## src/include/tpic_pkg.sv

```systemverilog
// constants for the pulse interval capture timer channel
package tpic_pkg;
  localparam int TPIC_ADDR_W = 8;
  localparam int TPIC_DATA_W = 32;
  // register byte offsets
  localparam logic [7:0] TPIC_OFF_TRIG = 8'h00;
  localparam logic [7:0] TPIC_OFF_MODE = 8'h04;
  localparam logic [7:0] TPIC_OFF_STAT = 8'h08;
  localparam logic [7:0] TPIC_OFF_COUNT = 8'h0C;
  localparam logic [7:0] TPIC_OFF_DATA = 8'h10;
  localparam logic [7:0] TPIC_OFF_IRQ_STAT = 8'h14;
  localparam logic [7:0] TPIC_OFF_IRQ_MASK = 8'h18;
  // trigger register bits, write one to act, read as zero
  localparam int TPIC_TRIG_START = 0;
  localparam int TPIC_TRIG_STOP = 1;
  localparam int TPIC_TRIG_UP_START = 2;
  localparam int TPIC_TRIG_UP_STOP = 3;
  // mode register fields
  localparam int TPIC_MODE_EDGE_LSB = 0;
  localparam int TPIC_MODE_SPLIT = 2;
  localparam logic [2:0] TPIC_MODE_RST = 3'h1;
  // status register bits
  localparam int TPIC_STAT_EN = 0;
  localparam int TPIC_STAT_UP_EN = 1;
  // interrupt status and mask bit
  localparam int TPIC_IRQ_CAPTURE = 0;
  localparam logic TPIC_MASK_RST = 1'b0;
  // valid edge codes
  localparam logic [1:0] TPIC_EDGE_FALL = 2'h0;
  localparam logic [1:0] TPIC_EDGE_RISE = 2'h1;
  localparam logic [1:0] TPIC_EDGE_BOTH = 2'h2;
  typedef enum logic [1:0] {TPIC_IDLE, TPIC_ARMED, TPIC_COUNTING} tpic_state_t;
endpackage : tpic_pkg

```

## src/rtl/tpic_edge_det.sv

```systemverilog
// pin synchroniser and valid edge detector
`timescale 1ns/1ps
module tpic_edge_det
  import tpic_pkg::*;
(
  // clock and reset
  input wire logic clk_sys_in,
  input wire logic rst_in,
  // pin and edge selection
  input wire logic pin_in,
  input wire logic [1:0] edge_sel_in,
  // result
  output logic valid_edge_out
);
  logic meta_ff;
  logic sync_ff;
  logic prev_ff;
  wire rise = sync_ff & ~prev_ff;
  wire fall = ~sync_ff & prev_ff;
  // reserved code 3 behaves as rising
  wire nxt_valid_edge = (edge_sel_in == TPIC_EDGE_FALL) ? fall :
                        (edge_sel_in == TPIC_EDGE_BOTH) ? (rise | fall) : rise;

  always_ff @(posedge clk_sys_in or posedge rst_in)
  begin
    if (rst_in)
    begin
      meta_ff <= 1'b0;
      sync_ff <= 1'b0;
      prev_ff <= 1'b0;
      valid_edge_out <= 1'b0;
    end
    else
    begin
      meta_ff <= pin_in;
      sync_ff <= meta_ff;
      prev_ff <= sync_ff;
      valid_edge_out <= nxt_valid_edge;
    end
  end
endmodule : tpic_edge_det

```

## src/rtl/tpic_channel.sv

```systemverilog
// one timer channel measuring input pulse intervals by capture
`timescale 1ns/1ps
module tpic_channel
  import tpic_pkg::*;
#(
  parameter int CNT_W = 16,
  parameter bit SPLIT_EN = 1'b1
)
(
  // clock and reset
  input wire logic clk_sys_in,
  input wire logic rst_in,
  // register port
  input wire logic [TPIC_ADDR_W-1:0] addr_in,
  input wire logic [TPIC_DATA_W-1:0] wdata_in,
  input wire logic wr_in,
  input wire logic rd_in,
  output logic [TPIC_DATA_W-1:0] rdata_out,
  // pin
  input wire logic channel_timer_input_in,
  // status and events
  output logic channel_enable_status_out,
  output logic upper_half_enable_status_out,
  output logic channel_capture_interrupt_out,
  output logic irq_out
);
  localparam int HALF_W = CNT_W / 2;

  if (CNT_W < 2 || CNT_W > TPIC_DATA_W || (CNT_W % 2) != 0)
  begin : g_bad_width
    $error("tpic_channel: CNT_W must be even and between 2 and 32");
  end

  tpic_state_t state_ff;
  tpic_state_t nxt_state;
  logic [CNT_W-1:0] cnt_ff;
  logic [CNT_W-1:0] data_ff;
  logic [2:0] mode_ff;
  logic up_run_ff;
  logic irq_stat_ff;
  logic irq_mask_ff;
  logic valid_edge;

  // address decode and write strobes
  wire wr_trig = wr_in && addr_in == TPIC_OFF_TRIG;
  wire wr_mode = wr_in && addr_in == TPIC_OFF_MODE;
  wire wr_data = wr_in && addr_in == TPIC_OFF_DATA;
  wire wr_irq_stat = wr_in && addr_in == TPIC_OFF_IRQ_STAT;
  wire wr_irq_mask = wr_in && addr_in == TPIC_OFF_IRQ_MASK;
  wire start_trig = wr_trig && wdata_in[TPIC_TRIG_START];
  wire stop_trig = wr_trig && wdata_in[TPIC_TRIG_STOP];
  wire split = SPLIT_EN && mode_ff[TPIC_MODE_SPLIT];
  wire up_start = split && wr_trig && wdata_in[TPIC_TRIG_UP_START];
  wire up_stop = wr_trig && wdata_in[TPIC_TRIG_UP_STOP];
  wire [1:0] edge_sel = mode_ff[TPIC_MODE_EDGE_LSB +: 2];

  tpic_edge_det u_edge (
    .clk_sys_in(clk_sys_in),
    .rst_in(rst_in),
    .pin_in(channel_timer_input_in),
    .edge_sel_in(edge_sel),
    .valid_edge_out(valid_edge)
  );

  wire counting = state_ff == TPIC_COUNTING;
  // stop beats a start written in the same cycle
  wire capture = counting && valid_edge && !stop_trig && !start_trig;

  always_comb
  begin
    nxt_state = state_ff;
    case (state_ff)
      TPIC_IDLE:
        if (start_trig && !stop_trig)
          nxt_state = TPIC_ARMED;
      TPIC_ARMED:
        if (stop_trig)
          nxt_state = TPIC_IDLE;
        else if (valid_edge && !start_trig)
          nxt_state = TPIC_COUNTING;
      TPIC_COUNTING:
        if (stop_trig)
          nxt_state = TPIC_IDLE;
        else if (start_trig)
          nxt_state = TPIC_ARMED;
      default:
        nxt_state = TPIC_IDLE;
    endcase
  end

  // lower part: whole counter, or only the low half when split
  wire [CNT_W-1:0] cnt_inc = cnt_ff + 1'b1;
  wire [HALF_W-1:0] lo_inc = cnt_ff[HALF_W-1:0] + 1'b1;
  wire [CNT_W-1:0] run_inc = split ? {cnt_ff[CNT_W-1:HALF_W], lo_inc} : cnt_inc;
  wire lo_clear = (start_trig && !stop_trig) || capture;
  wire [CNT_W-1:0] lo_next = lo_clear ? '0 : counting ? run_inc : cnt_ff;
  // upper half runs on its own triggers only in split mode
  wire [HALF_W-1:0] hi_inc = cnt_ff[CNT_W-1:HALF_W] + 1'b1;
  wire [HALF_W-1:0] hi_next = up_start ? '0 : up_run_ff ? hi_inc : cnt_ff[CNT_W-1:HALF_W];
  wire [CNT_W-1:0] nxt_cnt = split ? {hi_next, lo_next[HALF_W-1:0]} : lo_next;
  wire nxt_up_run = split && (up_start || (up_run_ff && !up_stop));
  // capture beats a software write of the data register
  wire [CNT_W-1:0] cap_val = split ? {data_ff[CNT_W-1:HALF_W], cnt_ff[HALF_W-1:0]} : cnt_ff;
  wire [CNT_W-1:0] nxt_data = capture ? cap_val : wr_data ? wdata_in[CNT_W-1:0] : data_ff;
  // a new capture wins over a write-one clear in the same cycle
  wire nxt_irq_stat = capture || (irq_stat_ff && !(wr_irq_stat && wdata_in[TPIC_IRQ_CAPTURE]));
  wire nxt_irq_mask = wr_irq_mask ? wdata_in[TPIC_IRQ_CAPTURE] : irq_mask_ff;
  wire [2:0] nxt_mode = wr_mode ? wdata_in[2:0] : mode_ff;
  wire nxt_en = nxt_state != TPIC_IDLE;

  // read selection; the count has no write path at all
  wire [TPIC_DATA_W-1:0] rd_mux =
    (addr_in == TPIC_OFF_MODE) ? TPIC_DATA_W'(mode_ff) :
    (addr_in == TPIC_OFF_STAT) ? TPIC_DATA_W'({up_run_ff, state_ff != TPIC_IDLE}) :
    (addr_in == TPIC_OFF_COUNT) ? TPIC_DATA_W'(cnt_ff) :
    (addr_in == TPIC_OFF_DATA) ? TPIC_DATA_W'(data_ff) :
    (addr_in == TPIC_OFF_IRQ_STAT) ? TPIC_DATA_W'(irq_stat_ff) :
    (addr_in == TPIC_OFF_IRQ_MASK) ? TPIC_DATA_W'(irq_mask_ff) : '0;

  always_ff @(posedge clk_sys_in or posedge rst_in)
  begin
    if (rst_in)
    begin
      state_ff <= TPIC_IDLE;
      cnt_ff <= '0;
      data_ff <= '0;
      mode_ff <= TPIC_MODE_RST;
      up_run_ff <= 1'b0;
      irq_stat_ff <= 1'b0;
      irq_mask_ff <= TPIC_MASK_RST;
    end
    else
    begin
      state_ff <= nxt_state;
      cnt_ff <= nxt_cnt;
      data_ff <= nxt_data;
      mode_ff <= nxt_mode;
      up_run_ff <= nxt_up_run;
      irq_stat_ff <= nxt_irq_stat;
      irq_mask_ff <= nxt_irq_mask;
    end
  end

  // outputs all come from flops; the status ones load the next state, so they match the state flops in the same cycle
  always_ff @(posedge clk_sys_in or posedge rst_in)
  begin
    if (rst_in)
    begin
      rdata_out <= '0;
      channel_enable_status_out <= 1'b0;
      upper_half_enable_status_out <= 1'b0;
      channel_capture_interrupt_out <= 1'b0;
      irq_out <= 1'b0;
    end
    else
    begin
      rdata_out <= rd_in ? rd_mux : '0;
      channel_enable_status_out <= nxt_en;
      upper_half_enable_status_out <= nxt_up_run;
      channel_capture_interrupt_out <= capture;
      irq_out <= nxt_irq_stat && nxt_irq_mask;
    end
  end
endmodule : tpic_channel

```

## config.mk

```make
export PLATFORM = sky130hd
export DESIGN_NAME = tpic_channel
export DESIGN_NICKNAME = d
export VERILOG_FILES = /design/src/include/tpic_pkg.sv /design/src/rtl/tpic_edge_det.sv /design/src/rtl/tpic_channel.sv
export SDC_FILE = /design/constraint.sdc
export NUM_CORES = 1
export LEC_CHECK = 0
export ABC_AREA = 1
export CORE_MARGIN = 2
export CORE_UTILIZATION = 38
export CTS_CLUSTER_DIAMETER = 80
export DETAILED_ROUTE_END_ITERATION = 7
export DONT_BUFFER_PORTS = 1
export PLACE_DENSITY = 0.56
export SLEW_MARGIN = 20
export SYNTH_ARGS = -nofsm -noshare
export SYNTH_HDL_FRONTEND = slang
export SYNTH_SLANG_ARGS = --single-unit
```

## constraint.sdc

```tcl
create_clock -name clk_sys_in -period 2.32 [get_ports clk_sys_in]
set_input_delay 0.58 -clock clk_sys_in [delete_from_list [all_inputs] [get_ports clk_sys_in]]
set_output_delay 0.58 -clock clk_sys_in [all_outputs]
set_load 0.02 [all_outputs]
```

==> results.cfg <==
[logic_synthesis]
ys_ff_latch = 63
synthArstFlopShare_pct = 100
ys_types = 36
yosys-top-cells-area = dfrtp_1 (42%), nand2_1 (16%), nand3_1 (6.0%), nor2_1 (4.3%), nand4_1 (3.9%)
yosysMostFrequentCell = nand2_1
ys_seq_area_share_pct = 43.2
yosys_warnings = 0
synth_top_area_cell = dfrtp_1
synth_common_cells = nand2_1 (158), dfrtp_1 (62), nand3_1 (44)
synth_enable_flop_cells = 0
syn-cell-area_um2 = 3650
syn_inst = 479
synthFlopType = dfrtp_1
avgSynthCellArea_um2 = 7.62
synth_top_cell_area_share_pct = 42.5

[power_and_ir_drop]
power.density_nw_per_um2 = 700
p_int_mw = 2.02
sw_frac_of_total_pct = 27.7
power_leakage_nw = 2.00
power.share.clock_pct = 42.6
p_comb_share_pct = 11.8
vdd_drop_max_mv = 0.286
power_frac_seq_pct = 45.6
p_switching_uw = 777

[run]
maxCapViolations = 0

[cells_and_area]
syn_to_final_growth_pct = 9.53
fillCellCount = 960
n_antenna_cell = 0
layout.cells.non_filler = 619
fin_area_um2 = 4000
multi_input_comb_area_um2 = 1780
finalNetCount = 534
area.sequential_um2 = 1580
drive_gt1_share_pct = 10.0

[floorplan]
die_area_um2 = 10400
std_cell_rows = 35
ios = 81
core_um2 = 9280
die_h_um = 102
die_width_um = 102
start_util_pct = 39.3

[routing]
first_iter_violations = 174
drt_first_pass_iters = 4
via_count = 3100
drt-wirelength-per-cell_um = 14.6
antenna_left = 0
wl_um = 9050
vias_per_cell = 5.01
drc = 0

[global_route]
grt_pass1_wl_um = 15000
grt_max_degree = 44
antenna_found_initial = 0
overflow = 0
grt_usage_pct = 18.6
grt_pass1_vias = 2968

[setup_path]
path_max_fanout = 12
crit_required_ns = 2.53
endpoint_kind = flip-flop
crit_type = flip-flop to flip-flop
cp.arrival_ns = 2.15
cp-start-kind = flip-flop

[timing]
post-route-min-period_ns = 1.94
period_share_pct = 83.7
maxSlewViolCount = 0
finalHoldViolations = 0
fin_skew_ns = 0.00880
rsz0062_at_grt = false
setup-violations-final = 0
max_freq_mhz = 515
setup_tns_ns = 0

[placed_design]
dpl.hpwl_um = 6570
portBuffers = 0
gp_congestion = 0.866
place_inst = 603
place_area_um2 = 3750

[clock_tree]
clock_sinks = 63
cts_buffer_depth = 2
numCtsBuffers = 9
cts_resized = 0
ctsHoldBuffers = 0
root_buffer = clkbuf_8
cts_max_level = 3
cts.clk_slew.worst_paths_ns = 0.07
insertion_delay_ns = 0.34
cts_tree = yes
postCtsSetupBuffers = 0

[hold_path]
hp-class = input pin to asynchronous set/reset pin

[status]
status = completed
[kinds of logic (layout without fill, tap and decap cells)]
| family | Yosys count | after routing | synth area share, % |
|---|---|---|---|
| fa+ha+maj | 4 | 4 | 1.37 |
| xor+xnor | 11 | 11 | 2.64 |
| mux | 1 | 1 | 0.308 |
| simple gates | 290 | 290 | 36.3 |
| other cells | 1 | 16 | 0.103 |
| buf+inv | 68 | 64 | 9.46 |
| compound gates | 41 | 41 | 6.58 |
| flops | 63 | 63 | 43.2 |
[state kept, by name (all words and copies together) (netlist names), 2 cells and up]
signal	count
state_ff	2
mode_ff	3
data_ff	16
cnt_ff	16
rdata_out	16
[path summary, 6_finish.rpt]
kind / depth (start not counted) / slack [ns] / endpoint / startpoint
max: 8 / 0.38 / data_ff[6]$_DFFE_PP0P_ / state_ff[0]$_DFF_PP0_
min: 1 / 0.14 / rdata_out[2]$_DFF_PP0_ / rst_in
max reg2reg: 8 / 0.38 / data_ff[6]$_DFFE_PP0P_ / state_ff[0]$_DFF_PP0_
min reg2reg: 0 / 0.36 / u_edge.sync_ff$_DFF_PP0_ / u_edge.meta_ff$_DFF_PP0_
max in group asynchronous: 2 / 1.60 / data_ff[6]$_DFFE_PP0P_ / rst_in
min in group clk_sys_in: 0 / 0.26 / u_edge.meta_ff$_DFF_PP0_ / channel_timer_input_in
[per-layer routing]
| layer | part of all wire (%) | track usage, % | wire [µm] |
|---|---|---|---|
| met1 | 47 | 25.1 | 4250 |
| met2 | 47 | 30.3 | 4240 |
| met3 | 4.8 | 4.04 | 433 |
| met4 | 1.2 | 4.82 | 112 |
| met5 | 0 | 0 | 0 |
[final cells by class]
| cell class | count | area share (%) |
|---|---|---|
| inverters | 40 | 3.94 |
| well taps | 129 | 4.04 |
| clock buffers | 10 | 3.44 |
| repair buffers | 8 | 1.81 |
| multi-input cells | 363 | 44.6 |
| flip-flops and latches | 63 | 39.5 |
| clock inverters | 6 | 2.69 |
[per-stage QoR]
stage                     total power [mW]  hold slack, ns  setup WS, ns  utilization, %
after CTS                             2.82           0.149         0.368            43.1
after detailed placement              1.63           0.340         0.208            40.4
after global placement                1.62           0.338         0.227            40.4
after floorplan                       1.55           0.331         0.172               -
after global routing                  2.95           0.158         0.246            43.1
final                                 2.80           0.138         0.379            43.1
[worst max-delay path, cell delays in order, from the launching register on]
cell      delay [ns]
dfrtp_1         0.43
nor2_4          0.24
nand2_1         0.15
inv_2           0.21
nand3_4         0.22
nand2_1         0.12
clkinv_1        0.23
nand2_1         0.13
nand3_1         0.09
[power by group through the flow]
stage | Clock [mW] | Combinational, mW | Sequential [mW]
final | 1.19 | 0.331 | 1.28
after global routing | 1.28 | 0.384 | 1.29
after CTS | 1.22 | 0.334 | 1.27
after detailed placement | 0 | 0.332 | 1.29
after global placement | 0 | 0.327 | 1.29
after floorplan | 0 | 0.307 | 1.24
[cells in the final DEF (no fill, tap or decap), types with 2 or more instances in the layout]
cell type | netlist | layout
clkinv_1 | 2 | 2
or2_2 | 2 | 2
nand2_4 | 4 | 4
inv_2 | 2 | 3
nand3_1 | 44 | 44
o21ai_0 | 13 | 13
nor3_1 | 5 | 5
a211oi_1 | 11 | 11
nor2_4 | 3 | 3
o21ai_1 | 2 | 2
nor2_2 | 2 | 2
clkbuf_8 | 0 | 10
ha_1 | 4 | 4
nand4_1 | 23 | 23
a21oi_1 | 12 | 12
bufinv_16 | 0 | 3
inv_1 | 34 | 33
nand3_4 | 2 | 2
conb_1 | 1 | 16
xor2_1 | 11 | 11
buf_4 | 17 | 7
nor2_1 | 42 | 42
clkinv_2 | 0 | 2
dfrtp_1 | 62 | 62
nand2_2 | 2 | 2
nand2_1 | 158 | 158
Note: power is estimated with default switching activity, not from simulation.
